===== src/inc/adc_i2c_pkg.sv =====
// Constants, state codes and helpers for the converter's two-wire slave port.
// Assumes sys_clk is the converter clock that the debounce and time-out use.
package adc_i2c_pkg;

  // Own calling address byte, write direction (bit 0 is the direction).
  localparam logic [7:0] DEV_ADDR_BYTE = 8'hd0;

  // Register indices held inside the port.
  localparam logic [7:0] REG_DEBOUNCE_CTRL = 8'h0e;
  localparam logic [7:0] REG_TIMEOUT_CTRL = 8'h10;
  localparam logic [7:0] TIMEOUT_CTRL_RESET = 8'h00;
  localparam logic [1:0] DEBOUNCE_RESET = 2'h0;

  // Field positions.
  localparam int TOC_ENABLE_BIT = 7;
  localparam int TOC_FLAG_BIT = 6;
  localparam int TOC_SEL_MSB = 5;
  localparam int DEB_SEL_LSB = 2;
  localparam int DEB_SEL_MSB = 3;

  // Time-out unit: 32 periods of the converter clock divided by 128.
  localparam int SUBCLOCK_DIV = 128;
  localparam int TIMEOUT_SUBCLOCKS = 32;
  localparam int TIMEOUT_UNIT_CYCLES = SUBCLOCK_DIV * TIMEOUT_SUBCLOCKS;
  // Sixty-four units of 4096 clocks need a nineteenth bit.
  localparam int TIMEOUT_CNT_W = 19;

  // Debounce lengths in converter clocks.
  localparam logic [2:0] DEB_SHORT = 3'h2;
  localparam logic [2:0] DEB_LONG = 3'h4;

  localparam logic [3:0] BITS_PER_BYTE = 4'h8;

  typedef enum logic [8:0] {
    ST_IDLE      = 9'h001,
    ST_ADDR      = 9'h002,
    ST_ADDR_ACK  = 9'h004,
    ST_INDEX     = 9'h008,
    ST_INDEX_ACK = 9'h010,
    ST_WDATA     = 9'h020,
    ST_WDATA_ACK = 9'h040,
    ST_RDATA     = 9'h080,
    ST_RDATA_ACK = 9'h100
  } port_state_type;

  function automatic logic [2:0] debounce_len(input logic [1:0] sel);
    debounce_len = (sel == 2'h0) ? 3'h0 : (sel == 2'h1) ? DEB_SHORT : DEB_LONG;
  endfunction : debounce_len

  function automatic logic is_internal(input logic [7:0] idx);
    is_internal = (idx == REG_TIMEOUT_CTRL) || (idx == REG_DEBOUNCE_CTRL);
  endfunction : is_internal

endpackage : adc_i2c_pkg


===== src/rtl/line_debouncer.sv =====
// Debounce filter for one bus line.
// Assumes the line is already synchronous to sys_clk.
module line_debouncer (
  // Clock and reset
  input wire logic sys_clk,
  input wire logic reset_n,
  // Line and filter length in clocks, zero for none
  input wire logic raw_line,
  input wire logic [2:0] filter_len,
  output logic clean_line
);
  import adc_i2c_pkg::*;

  typedef struct packed {
    logic level;
    logic [2:0] cnt;
  } deb_state_type;

  deb_state_type q, d;

  always_comb begin
    d = q;
    if (raw_line == q.level) begin
      d.cnt = 3'h0;
    end else if (filter_len == 3'h0 || q.cnt + 3'h1 >= filter_len) begin
      d.level = raw_line;
      d.cnt = 3'h0;
    end else begin
      d.cnt = q.cnt + 3'h1;
    end
  end

  // Idle bus lines are high, so the filter starts high.
  always_ff @(posedge sys_clk or negedge reset_n) begin
    if (!reset_n) begin
      q <= '{level: 1'b1, cnt: 3'h0};
    end else begin
      q <= d;
    end
  end

  assign clean_line = q.level;

endmodule : line_debouncer


===== src/rtl/two_entry_buffer.sv =====
// Two-entry skid buffer with valid and ready on both sides.
// Assumes the consumer may hold drain_ready low for any time.
module two_entry_buffer #(
  parameter int WIDTH = 16
) (
  // Clock and reset
  input wire logic sys_clk,
  input wire logic reset_n,
  // Filling side
  input wire logic fill_valid,
  output logic fill_ready,
  input wire logic [WIDTH-1:0] fill_data,
  // Draining side
  output logic drain_valid,
  input wire logic drain_ready,
  output logic [WIDTH-1:0] drain_data
);
  import adc_i2c_pkg::*;

  typedef struct packed {
    logic main_valid;
    logic [WIDTH-1:0] main_data;
    logic skid_valid;
    logic [WIDTH-1:0] skid_data;
  } buf_state_type;

  buf_state_type q, d;

  always_comb begin
    d = q;
    if (q.main_valid && drain_ready) begin
      d.main_valid = q.skid_valid;
      d.main_data = q.skid_data;
      d.skid_valid = 1'b0;
    end
    if (fill_valid && !q.skid_valid) begin
      if (!d.main_valid) begin
        d.main_valid = 1'b1;
        d.main_data = fill_data;
      end else begin
        d.skid_valid = 1'b1;
        d.skid_data = fill_data;
      end
    end
  end

  always_ff @(posedge sys_clk or negedge reset_n) begin
    if (!reset_n) begin
      q <= '0;
    end else begin
      q <= d;
    end
  end

  // Ready only while the skid entry is free, so a full buffer refuses.
  assign fill_ready = !q.skid_valid;
  assign drain_valid = q.main_valid;
  assign drain_data = q.main_data;

endmodule : two_entry_buffer


===== src/rtl/adc_i2c_slave_regport.sv =====
// Two-wire slave register port of the converter module.
// Assumes scl_pin and sda_pin are synchronous to sys_clk, the converter
// clock, and that an outside pull-up resolves the open-drain data line.
//
// Behaviour
// - A write is address, index, data; a read restarts after the index.
// - Only the master makes a start, SDA falling while SCL is high.
// - A matching address is acknowledged in the ninth bit slot.
// - Bytes are eight bits, most significant first, after address ack.
// - The receiver of a byte returns a low acknowledge after bit eight; the port gives none to a write byte that meets a full buffer.
// - The port releases SDA when read data is not acknowledged.
// - Bit 7 of the time-out control register enables the time-out.
// - A time-out sets the bit 6 flag, which stays until written to zero.
// - The period is the 6-bit select plus one times 32 subclocks of 128.
// - The time-out control register is all read-write and resets to zero.
// - Only the fixed device address is answered; others are ignored.
// - A two-bit code selects no, two or four clocks of input debounce.
// - SDA moves only while SCL is low; SDA rising with SCL high is stop.
module adc_i2c_slave_regport #(
  parameter int unsigned TIMEOUT_UNIT = adc_i2c_pkg::TIMEOUT_UNIT_CYCLES
) (
  // Clock and reset
  input wire logic sys_clk,
  input wire logic reset_n,
  // Two-wire bus pins
  input wire logic scl_pin,
  input wire logic sda_pin,
  output logic sda_drive,
  output logic sda_oe,
  // Reads of registers outside the port
  output logic [7:0] reg_index,
  input wire logic [7:0] ext_rd_data,
  // Writes to registers outside the port
  output logic wr_valid,
  input wire logic wr_ready,
  output logic [7:0] wr_index,
  output logic [7:0] wr_data,
  // Time-out status
  output logic timeout_enable,
  output logic timeout_flag
);
  import adc_i2c_pkg::*;

  typedef struct packed {
    port_state_type state;
    logic [3:0] bit_cnt;
    logic [7:0] shift;
    logic rw;
    logic [7:0] index;
    logic [7:0] toc;
    logic [1:0] deb;
    logic sda_out;
    logic sda_en;
    logic scl_prev;
    logic sda_prev;
    logic [TIMEOUT_CNT_W-1:0] to_cnt;
    logic push;
    logic [7:0] push_data;
  } port_reg_type;

  port_reg_type q, d;
  logic scl_f, sda_f, rise, fall, start, stop, to_hit, buf_ready;
  logic [TIMEOUT_CNT_W-1:0] limit;
  logic [7:0] rd_byte;
  logic [15:0] buf_out;

  line_debouncer u_scl_deb (
    .sys_clk(sys_clk),
    .reset_n(reset_n),
    .raw_line(scl_pin),
    .filter_len(debounce_len(q.deb)),
    .clean_line(scl_f)
  );

  line_debouncer u_sda_deb (
    .sys_clk(sys_clk),
    .reset_n(reset_n),
    .raw_line(sda_pin),
    .filter_len(debounce_len(q.deb)),
    .clean_line(sda_f)
  );

  // The buffer lets the outside stall writes without losing a byte.
  two_entry_buffer #(.WIDTH(16)) u_wr_buf (
    .sys_clk(sys_clk),
    .reset_n(reset_n),
    .fill_valid(q.push),
    .fill_ready(buf_ready),
    .fill_data({q.index, q.push_data}),
    .drain_valid(wr_valid),
    .drain_ready(wr_ready),
    .drain_data(buf_out)
  );

  assign rise = scl_f && !q.scl_prev;
  assign fall = !scl_f && q.scl_prev;
  assign start = scl_f && q.scl_prev && q.sda_prev && !sda_f;
  assign stop = scl_f && q.scl_prev && !q.sda_prev && sda_f;

  assign limit = TIMEOUT_CNT_W'((32'(q.toc[TOC_SEL_MSB:0]) + 32'h0000_0001)
                 * TIMEOUT_UNIT);
  assign to_hit = q.toc[TOC_ENABLE_BIT] && q.state != ST_IDLE
                  && q.to_cnt >= limit - TIMEOUT_CNT_W'(1);

  assign rd_byte = (q.index == REG_TIMEOUT_CTRL) ? q.toc :
                   (q.index == REG_DEBOUNCE_CTRL) ?
                   {4'h0, q.deb, 2'h0} : ext_rd_data;

  always_comb begin
    d = q;
    d.push = 1'b0;
    d.scl_prev = scl_f;
    d.sda_prev = sda_f;
    if (!q.toc[TOC_ENABLE_BIT] || q.state == ST_IDLE || rise || fall) begin
      d.to_cnt = '0;
    end else begin
      d.to_cnt = q.to_cnt + TIMEOUT_CNT_W'(1);
    end
    // shift in most significant bit first
    if (rise && (q.state == ST_ADDR || q.state == ST_INDEX
                 || q.state == ST_WDATA)) begin
      d.shift = {q.shift[6:0], sda_f};
      d.bit_cnt = q.bit_cnt + 4'h1;
    end
    unique case (q.state)
      ST_IDLE: begin
        d.sda_en = 1'b0;
      end
      ST_ADDR: begin
        if (fall && q.bit_cnt == BITS_PER_BYTE) begin
          if (q.shift[7:1] == DEV_ADDR_BYTE[7:1]) begin
            d.sda_en = 1'b1;
            d.rw = q.shift[0];
            d.state = ST_ADDR_ACK;
          end else begin
            d.state = ST_IDLE;
          end
        end
      end
      ST_ADDR_ACK: begin
        if (fall) begin
          d.bit_cnt = 4'h0;
          if (q.rw) begin
            d.shift = rd_byte;
            d.sda_en = !rd_byte[7];
            d.state = ST_RDATA;
          end else begin
            d.sda_en = 1'b0;
            d.state = ST_INDEX;
          end
        end
      end
      ST_INDEX: begin
        if (fall && q.bit_cnt == BITS_PER_BYTE) begin
          d.index = q.shift;
          d.sda_en = 1'b1;
          d.state = ST_INDEX_ACK;
        end
      end
      ST_WDATA: begin
        if (fall && q.bit_cnt == BITS_PER_BYTE) begin
          d.sda_en = 1'b1;
          d.state = ST_WDATA_ACK;
          if (q.index == REG_TIMEOUT_CTRL) begin
            d.toc = q.shift;
          end else if (q.index == REG_DEBOUNCE_CTRL) begin
            d.deb = q.shift[DEB_SEL_MSB:DEB_SEL_LSB];
          end else if (buf_ready) begin
            d.push = 1'b1;
            d.push_data = q.shift;
          end else begin
            // A full buffer answers with no acknowledge.
            d.sda_en = 1'b0;
            d.state = ST_IDLE;
          end
        end
      end
      ST_INDEX_ACK, ST_WDATA_ACK: begin
        if (fall) begin
          d.sda_en = 1'b0;
          d.bit_cnt = 4'h0;
          d.state = ST_WDATA;
        end
      end
      ST_RDATA: begin
        if (rise) begin
          d.bit_cnt = q.bit_cnt + 4'h1;
        end else if (fall) begin
          if (q.bit_cnt == BITS_PER_BYTE) begin
            d.sda_en = 1'b0;
            d.state = ST_RDATA_ACK;
          end else begin
            d.shift = {q.shift[6:0], 1'b0};
            d.sda_en = !q.shift[6];
          end
        end
      end
      ST_RDATA_ACK: begin
        if (rise && sda_f) begin
          d.sda_en = 1'b0;
          d.state = ST_IDLE;
        end else if (fall) begin
          d.bit_cnt = 4'h0;
          d.shift = rd_byte;
          d.sda_en = !rd_byte[7];
          d.state = ST_RDATA;
        end
      end
    endcase
    if (stop) begin
      d.state = ST_IDLE;
      d.sda_en = 1'b0;
    end
    // a start, first or repeated, opens an address byte
    if (start) begin
      d.state = ST_ADDR;
      d.bit_cnt = 4'h0;
      d.sda_en = 1'b0;
    end
    if (to_hit) begin
      d.state = ST_IDLE;
      d.sda_en = 1'b0;
      d.to_cnt = '0;
    end
    // set wins over a software clear
    if (to_hit) begin
      d.toc[TOC_FLAG_BIT] = 1'b1;
    end
  end

  always_ff @(posedge sys_clk or negedge reset_n) begin
    if (!reset_n) begin
      q <= '{state: ST_IDLE, bit_cnt: 4'h0, shift: 8'h00, rw: 1'b0,
             index: 8'h00, toc: TIMEOUT_CTRL_RESET, deb: DEBOUNCE_RESET,
             sda_out: 1'b0, sda_en: 1'b0, scl_prev: 1'b1, sda_prev: 1'b1,
             to_cnt: '0, push: 1'b0, push_data: 8'h00};
    end else begin
      q <= d;
    end
  end

  assign sda_drive = q.sda_out;
  assign sda_oe = q.sda_en;
  assign reg_index = q.index;
  assign wr_index = buf_out[15:8];
  assign wr_data = buf_out[7:0];
  assign timeout_enable = q.toc[TOC_ENABLE_BIT];
  assign timeout_flag = q.toc[TOC_FLAG_BIT];
endmodule : adc_i2c_slave_regport


===== config.mk =====
export PLATFORM = sky130hd
export DESIGN_NAME = adc_i2c_slave_regport
export DESIGN_NICKNAME = d
export VERILOG_FILES = /design/src/inc/adc_i2c_pkg.sv /design/src/rtl/line_debouncer.sv /design/src/rtl/two_entry_buffer.sv /design/src/rtl/adc_i2c_slave_regport.sv
export SDC_FILE = /design/constraint.sdc
export NUM_CORES = 1
export LEC_CHECK = 0
export BUFFER_PORTS_ARGS = -buffer_cell sky130_fd_sc_hd__buf_4
export CAP_MARGIN = 20
export CORE_AREA = 3 3 83 124
export DETAILED_ROUTE_END_ITERATION = 8
export DIE_AREA = 0 0 86 127
export PLACE_DENSITY = 0.89
export SLEW_MARGIN = 20
export SYNTH_ARGS = -nofsm -noshare
export SYNTH_HDL_FRONTEND = slang
export SYNTH_SLANG_ARGS = --single-unit
export TNS_END_PERCENT = 5

===== constraint.sdc =====
create_clock -name sys_clk -period 6.9 [get_ports sys_clk]
set_input_delay 0 -clock sys_clk [delete_from_list [all_inputs] [get_ports sys_clk]]
set_output_delay 0 -clock sys_clk [all_outputs]
set_load 0.05 [all_outputs]

==> metrics.csv, run 1 <==
metric,value,unit
critPathMaxFanout,19,
fillers,629,
slew_headroom,39.7,%
cts_resized,0,
synthCells,585,
drv_slew,0,
n_antenna_cell,0,
die_w,86,µm
insertion_delay,0.42,ns
wl_per_cell,19.3,µm
route.detailed.drc,0,
cp-start-kind,flop,
io_buffers,40,
area_growth,15.6,%
avgSynthCellArea,10.3,µm²
drtIter0Drc,356,
outcome,finished clean,
drive_gt1_share,21.3,%
vdd_drop_max,0.000219,V
clock_sinks,113,
grt_pass1_wl,23500,µm
grt_max_degree,88,
cts_setup_buffers,0,
finalSetupViolCount,0,
numCtsBuffers,17,
yosysUniqueCellTypes,63,
hpwl,9370,µm
tritoncts,built,
netlist_area,6000,µm²
synth_nets,615,
antenna_found_initial,0,
core_area,9310,µm²
regArea,2830,µm²
rows,43,
layout_commonest_cell,dfrtp_1,
vias,4658,
synth_ff_type,dfrtp_1,
fp.dieH,127,µm
timing.fmax,0.261,GHz
grtUsageTotal,27.7,%
hold_viol,0,
final_antenna_net_count,0,
yosysSeqAreaShare,47.2,%
drv_cap,0,
nNetsFinal,641,
power,0.00195,W
finalCritPeriodShare,55.5,%
synth-seq-cells,113,
clkSlewWorstSetupHoldPaths,0.05,ns
leakage,3.45,nW
first_pass_iters,5,
r2r_cells,13,
gp_congestion,0.910,
worstPathRequired,7.24,ns
layout_common_cells,"108 x dfrtp_1, 66 x nor2_1, 44 x mux2_2",
ys_warn_count,0,
arrival,4.16,ns
crit_path_end_kind,flop,
wl,14200,µm
fin_crit,3.83,ns
grt_overflow,0,
p_per_area,281,nW/µm²
clockBufferDepth,2,
hold_path_depth,5,
async_flop_share,100,%
tightest_slew,0.902,ns
multiInputGateArea,2830,µm²
final.setup.tns,0,ns
hold_path_class,in -> reg,
io_pins,42,
grt_pass1_vias,4849,
path_class,reg -> reg,
cts_root_buf,clkbuf_16,
fin_skew,0.00868,ns
h-tree-depth,4,
start_util,64.5,%
design.die.area,10900,µm²
routed_via_density,6.34,
rsz0062_at_grt,no,
synth-edff-count,0,
==> through the flow <==
step	setup WS (ns)	hold slack (ns)	utilization (%)	std cells	area, µm²
after floorplan	3.64	-0.296	-	585	6000
after global placement	3.40	-0.0787	66.3	695	6170
after detailed placement	3.18	-0.0686	66.4	695	6180
after CTS	3.09	0.0137	74.4	735	6930
after global routing	2.87	0.0296	74.5	735	6930
final	3.07	0.0278	74.5	735	6930
==> synthesized netlist by cell type, drive strengths merged (3+ instances only) <==
cell    count  area, µm²
nand3      24        120
a21o        4       30.0
nor4b       6       52.6
nand2      44        168
nor3b       3       33.8
o211ai      6       45.0
buf        37        260
a211oi      3       22.5
nor4        5       52.6
xnor2      12        105
inv        16       60.1
nor3        8       40.0
or3         4       25.0
nor2       66        248
nand2b      4       25.0
a21oi      39        195
and3       10       67.6
xor2       20        175
and2        6       40.0
ha         17        213
dfstp       5        131
clkbuf      7       26.3
nor2b       5       31.3
o21ai      19       98.8
a22oi       6       45.0
nand4       9       56.3
o22ai       3       18.8
mux2i      17        170
mux2       44        495
dfrtp     108       2700
==> worst max-delay path, cell delays in order (launching register included) <==
cell,delay [ns]
dfrtp_1,0.45
ha_1,0.37
nor2_1,0.11
o21ai_0,0.13
or3_1,0.32
o21ai_0,0.11
xnor2_1,0.15
ha_1,0.27
nand4_1,0.14
nor4b_1,0.09
and3_4,0.19
or3_1,0.38
or4b_1,0.82
nor2_1,0.22
==> state kept, by name (all words and copies together), names as in the netlist <==
signal	cells
q	60
reg_index	8
sda_oe	1
timeout_enable	1
timeout_flag	1
u_scl_deb.clean_line	1
u_scl_deb.q	3
u_sda_deb.clean_line	1
u_sda_deb.q	3
u_wr_buf.drain_data	16
u_wr_buf.drain_valid	1
u_wr_buf.q	17
==> cells by family (layout without fill, tap and decap cells) <==
logic type,Yosys count,in the layout,share of synthesized area [%]
xor+xnor,32,32,4.67
compound gates,98,98,10.3
flops,113,113,47.2
buf+inv,60,98,5.78
other cells,1,1,0.0625
simple gates,203,203,17.3
fa+ha+maj,17,17,3.54
mux,61,61,11.1
==> power by group <==
group | switching (W) | leakage (nW) | internal (W)
sequential | 0.0000810 | 1.54 | 0.000704
combinational | 0.000117 | 1.59 | 0.0000664
clock | 0.000303 | 0.326 | 0.000676
==> metal layers <==
layer / track usage, % / part of all wire [%]
met2: 48.1 / 53
met3: 6.65 / 5.3
met5: 0 / 0
met4: 15.6 / 5.0
met1: 30.5 / 36
==> area by class of cell <==
type | instances | share of cell area (%)
Tap cell | 112 | 2.02
Inverter | 16 | 0.866
Multi-Input combinational cell | 412 | 40.8
Clock buffer | 22 | 6.98
Clock inverter | 9 | 2.56
Timing Repair Buffer | 51 | 5.90
Sequential cell | 113 | 40.9
==> final timing paths <==
kind,endpoint,from,slack [ns]
worst min register to register,q[28],u_sda_deb.clean_line,0.43
worst max-delay path,q[14],q[34],3.07
max in group asynchronous,q[1],reset_n,5.80
min in group asynchronous,u_wr_buf.drain_data[13],reset_n,0.04
worst max register to register,q[14],q[34],3.07
worst min-delay path,q[55],ext_rd_data[4],0.03
==> timing repair <==
action	4_1_cts	5_1_grt
setup endpoints to repair	0	0
hold endpoints to repair	40	0
hold buffers	9	0
Note: power is estimated with default switching activity, not from simulation.
==> inputs of run 2 (changes only) <==
--- a/config.mk
+++ b/config.mk
@@ -7,10 +7,10 @@
 export LEC_CHECK = 0
 export BUFFER_PORTS_ARGS = -buffer_cell sky130_fd_sc_hd__buf_4
 export CAP_MARGIN = 20
-export CORE_AREA = 3 3 83 124
+export CORE_AREA = 3 3 90 134
 export DETAILED_ROUTE_END_ITERATION = 8
-export DIE_AREA = 0 0 86 127
-export PLACE_DENSITY = 0.89
+export DIE_AREA = 0 0 93 137
+export PLACE_DENSITY = 0.81
 export SLEW_MARGIN = 20
 export SYNTH_ARGS = -nofsm -noshare
 export SYNTH_HDL_FRONTEND = slang
==> constraint.sdc (replaced) <==
create_clock -name sys_clk -period 3.1 [get_ports sys_clk]
set_input_delay 0 -clock sys_clk [delete_from_list [all_inputs] [get_ports sys_clk]]
set_output_delay 0 -clock sys_clk [all_outputs]
set_load 0.05 [all_outputs]
==> run 2 against run 1 <==
- final cell count grew 7.1%
- clock power grew 100%
- count of clock-buffer cells in the layout is the same
- highest routed layer unchanged
- critical path depth grew 2
- non-clock buffer count grew 17
- sequential power grew 120%
- combinational power grew 130%
- via count grew 0.58%
- clock skew shrank 0.0014 ns
- largest cell class is now multi-input gates
- the run now ends with negative setup slack left
==> metrics.csv, run 2 (synthesized netlist as in run 1, its figures left out) <==
metric,value,unit
antenna_found_initial,0,
vdd_drop_max,0.000423,V
leakage,3.52,nW
violations,negative setup slack,
worstPathRequired,3.44,ns
reg2reg_slack,-0.33,ns
n_antenna_cell,0,
drive_gt1_share,26.1,%
die_w,93,µm
design_area,7180,µm²
fin_skew,0.00730,ns
vias,4685,
drtIter0Drc,392,
pwr-share-clk,47.9,%
hpwl,9700,µm
dp_slack,-0.127,ns
slew_headroom,38.4,%
regArea,2840,µm²
clkSlewWorstSetupHoldPaths,0.05,ns
multiInputGateArea,2910,µm²
layout_common_cells,"107 x dfrtp_1, 55 x nor2_1, 52 x buf_4",
crit_path_end_kind,flop,
arrival,3.77,ns
design.die.area,12700,µm²
final_antenna_net_count,0,
cts_root_buf,clkbuf_16,
drv_cap,0,
fp.dieH,137,µm
largest_reg_flops,60,
start_util,54.3,%
io_buffers,40,
finalCritPeriodShare,111,%
gp_congestion,0.930,
regToRegStartpoint,q[34],
cp-start-kind,flop,
pwr-share-seq,42.0,%
routed_via_density,5.95,
placed_area,6320,µm²
route.detailed.drc,0,
outcome,"finished, violations left",
tritoncts,built,
nNetsFinal,658,
grtUsageTotal,22.9,%
numCtsBuffers,17,
setup_ws,-0.330,ns
path_class,reg -> reg,
hold_path_class,in -> async,
grt_pass1_wl,22800,µm
tightest_slew,0.922,ns
hold_viol,0,
grt_pass1_vias,4803,
clockBufferDepth,2,
first_pass_iters,5,
clock_sinks,113,
p_per_area,576,nW/µm²
area_growth,19.6,%
io_pins,42,
wl,14300,µm
r2r_cells,15,
h-tree-depth,4,
finalSetupViolCount,19,
critPathMaxFanout,5,
layout_commonest_cell,dfrtp_1,
comb_power_share,10.1,%
top_register,q,
wl_per_cell,18.2,µm
grt_overflow,0,
rsz0062_at_grt,yes,
rows,47,
sw_frac_of_total,26.1,%
timing.fmax,0.292,GHz
core_area,11100,µm²
grt_max_degree,67,
insertion_delay,0.42,ns
p_sw,0.00108,W
p_int,0.00305,W
drv_slew,0,
crit_start,q[34],
fin_crit,3.43,ns
fillers,837,
[run 2: layer usage]
layer,part of all wire [%],track usage (%),vias up
met1,39,25.3,2302
li1,-,-,2141
met5,0,0,-
met3,4.7,4.46,54
met4,3.9,13.2,0
met2,53,40.8,188
[run 2: power by group through the flow]
| stage | combinational [W] | sequential (W) | clock (W) |
|---|---|---|---|
| finish | 0.000419 | 0.00173 | 0.00198 |
| global route | 0.000465 | 0.00175 | 0.00207 |
| CTS | 0.000417 | 0.00173 | 0.00199 |
| detailed placement | 0.000399 | 0.00175 | 0 |
| global placement | 0.000385 | 0.00174 | 0 |
| floorplan | 0.000273 | 0.00168 | 0 |
[run 2: path summary, 6_finish.rpt]
path	to
min reg2reg	q[28]
min	u_wr_buf.drain_data[11]
min in group sys_clk	u_scl_deb.clean_line
max	q[27]
max reg2reg	q[27]
max in group asynchronous	sda_oe
[run 2: area by class of cell]
cell class / instances / area share (%)
multi-input combinational: 412 / 40.6
inverter: 16 / 0.837
clock buffer: 22 / 6.61
clock inverter: 9 / 1.83
tap: 147 / 2.56
sequential: 113 / 39.5
timing repair buffer: 68 / 8.11
[run 2: worst max-delay path, stage by stage (launching register included)]
cell       delay, ns
dfrtp_2         0.39
ha_4            0.16
nand2_2         0.07
nor2_2          0.14
o21ai_2         0.07
or3_4           0.36
o21ai_2         0.08
xnor2_1         0.14
ha_1            0.27
nand4_1         0.16
nor4b_2         0.08
and3_4          0.16
or3_4           0.37
or4b_4          0.61
clkbuf_16       0.19
nor2_2          0.10
[run 2: per-stage QoR]
step           util (%)  setup TNS, ns  hold slack [ns]  power, W  instances
2_1_floorplan         -         -0.549           -0.296   0.00196        585
3_3_place_gp       57.2         -0.117            0.140   0.00213        741
3_5_place_dp       57.2          -1.97            0.154   0.00215        741
4_1_cts            64.0          -3.28            0.277   0.00414        785
5_1_grt            64.9          -7.81            0.325   0.00428        787
6_report           64.9          -5.67            0.220   0.00413        787
[run 2: repair_timing]
item                       4_1_cts  5_1_grt
setup endpoints to repair       19       29
hold buffers                    12        0
buffers inserted                 0        1
pin swaps                        1        9
hold endpoints to repair        77        0
gates resized for setup          6       20
gates cloned                     1        1
==> inputs of run 3 (changes only) <==
--- a/config.mk
+++ b/config.mk
@@ -7,10 +7,11 @@
 export LEC_CHECK = 0
 export BUFFER_PORTS_ARGS = -buffer_cell sky130_fd_sc_hd__buf_4
 export CAP_MARGIN = 20
-export CORE_AREA = 3 3 90 134
+export CORE_AREA = 4 4 91 135
 export DETAILED_ROUTE_END_ITERATION = 8
-export DIE_AREA = 0 0 93 137
+export DIE_AREA = 0 0 95 139
 export PLACE_DENSITY = 0.81
+export REMOVE_ABC_BUFFERS = 1
 export SLEW_MARGIN = 20
 export SYNTH_ARGS = -nofsm -noshare
 export SYNTH_HDL_FRONTEND = slang
==> run 3 against run 2 <==
- the run still ends with negative setup slack left
- clock power is 18% higher
- clock skew is 0.00055 ns lower
- global-route usage is 1.1 points higher
- critical endpoint is now q[25]
==> metrics.csv, run 3 (synthesized netlist as in run 1, its figures left out) <==
metric,value,unit
clkSlewWorstSetupHoldPaths,0.06,ns
clock_sinks,113,
grt_max_degree,60,
vias,4696,
rsz0062_at_grt,yes,
nNetsFinal,660,
fp.dieH,139,µm
critPathMaxStageDelay,0.52,ns
final.setup.tns,-3.81,ns
core_area,11100,µm²
fin_cells,790,
layout_commonest_cell,dfrtp_1,
crit_path_top_delay_cell,or4b_4,
placed_cells,746,
fin_crit,3.32,ns
p_int,0.00333,W
io_pins,42,
clockBufferDepth,2,
cts_root_buf,clkbuf_16,
fin_skew,0.00675,ns
gp_congestion,0.908,
area_growth,20.0,%
start_util,54.3,%
crit_path_end_kind,flop,
hold_path_class,in -> async,
largest_reg_flops,60,
hold_viol,0,
sw_frac_of_total,25.6,%
pwr-share-clk,52.1,%
numCtsBuffers,17,
route.detailed.drc,0,
tightest_slew,0.933,ns
h-tree-depth,4,
finalSetupViolCount,19,
io_buffers,40,
n_antenna_cell,0,
violations,negative setup slack,
drive_gt1_share,24.7,%
setup_ws,-0.224,ns
insertion_delay,0.41,ns
hpwl,10400,µm
routed_via_density,5.94,
wl_per_cell,19.0,µm
crit_chain,ha_4 -> nand2_1 -> nor2_2 -> o21ai_1 -> or3_1 -> o21ai_2 -> xnor2_1 -> ha_1 -> nand4_1 -> nor4b_1 -> and3_4 -> or3_1 -> or4b_4 -> buf_6 -> nor2_2,
path_class,reg -> reg,
vdd_drop_max,0.000403,V
drv_slew,0,
top_register,q,
tritoncts,built,
cp-start-kind,flop,
finalCritPeriodShare,107,%
p_per_area,622,nW/µm²
grtUsageTotal,24.0,%
final_antenna_net_count,0,
comb_power_share,9.2,%
arrival,3.67,ns
grt_pass1_vias,4913,
leakage,3.55,nW
wl,15000,µm
cts_setup_buffers,0,
pwr-share-seq,38.7,%
grt_pass1_wl,24600,µm
timing.fmax,0.301,GHz
fin_worst_hold_slack,0.197,ns
layout_common_cells,"108 x dfrtp_1, 61 x nor2_1, 56 x buf_4",
slew_headroom,37.7,%
drtIter0Drc,322,
rows,47,
grt_overflow,0,
design.die.area,13200,µm²
critPathMaxFanout,10,
fin_util,65.1,%
p_sw,0.00115,W
die_w,95,µm
worstPathRequired,3.44,ns
drv_cap,0,
first_pass_iters,5,
outcome,"finished, violations left",
antenna_found_initial,0,
## run 3: cell types whose count changed in the layout (fill, tap and decap cells not counted), sizes merged
cell      before  now
buf           55   58
inv           16   20
clkinv         6    2
clkinvlp       0    2
bufinv         3    7
clkbuf        23   17
## run 3: what timing repair did
item | 4_1_cts | 5_1_grt
cloned | 0 | 0
pin swaps | 3 | 0
hold endpoints to repair | 69 | 0
hold buffers | 12 | 0
endpoints found under the setup margin | 24 | 24
gates resized for setup | 9 | 4
## run 3: power groups by stage
| stage | Combinational, W | Sequential [W] | Clock (W) |
|---|---|---|---|
| 2_1_floorplan | 0.000249 | 0.00170 | 0 |
| 3_3_place_gp | 0.000383 | 0.00174 | 0 |
| 3_5_place_dp | 0.000399 | 0.00175 | 0 |
| 4_1_cts | 0.000412 | 0.00173 | 0.00235 |
| 5_1_grt | 0.000458 | 0.00175 | 0.00242 |
| 6_report | 0.000413 | 0.00173 | 0.00233 |
## run 3: final cells by class
class,instances,area [µm²]
clock buffers,17,425
inverters,16,60.1
fillers,824,3850
repair buffers,70,563
flip-flops and latches,113,2830
well taps,147,184
clock inverters,15,278
multi-input cells,412,2860
## run 3: worst paths after layout
kind | startpoint | to | slack, ns | depth (start not counted)
setup / recovery | q[35] | q[25] | -0.22 | 15
max in group asynchronous | reset_n | u_sda_deb.q[0] | 1.99 | 3
setup reg to reg | q[35] | q[25] | -0.22 | 15
min in group sys_clk | scl_pin | u_scl_deb.clean_line | 0.38 | 3
hold / removal | reset_n | u_wr_buf.drain_data[2] | 0.20 | 2
hold reg to reg | u_sda_deb.clean_line | q[28] | 0.44 | 0
## run 3: per-layer routing
metal / part of all wire (%) / up-vias / track usage (%) / wire length (µm)
li1: - / 2142 / - / -
met1: 37 / 2343 / 26.6 / 5570
met4: 3.1 / 0 / 11.5 / 473
met5: 0 / - / 0 / 0
met3: 5.1 / 44 / 5.21 / 762
met2: 55 / 167 / 42.6 / 8230
## run 3: worst max-delay path, delay by kind of cell, from the launching register on
family,cells,cell delay (ns)
and+or+nand+nor,9,1.91
adders and majority gates,2,0.50
DFF,1,0.41
AOI/OAI and AO/OA,2,0.18
buffers and inverters,1,0.16
xor gates and xnor gates,1,0.08
## run 3: per-stage QoR
stage / area [µm²] / total power [W] / setup slack [ns]
after detailed placement: 6330 / 0.00215 / -0.278
after global placement: 6330 / 0.00213 / -0.0646
after global routing: 7200 / 0.00462 / -0.326
after CTS: 7190 / 0.00449 / -0.179
after floorplan: 5710 / 0.00195 / -0.182
final: 7200 / 0.00448 / -0.224
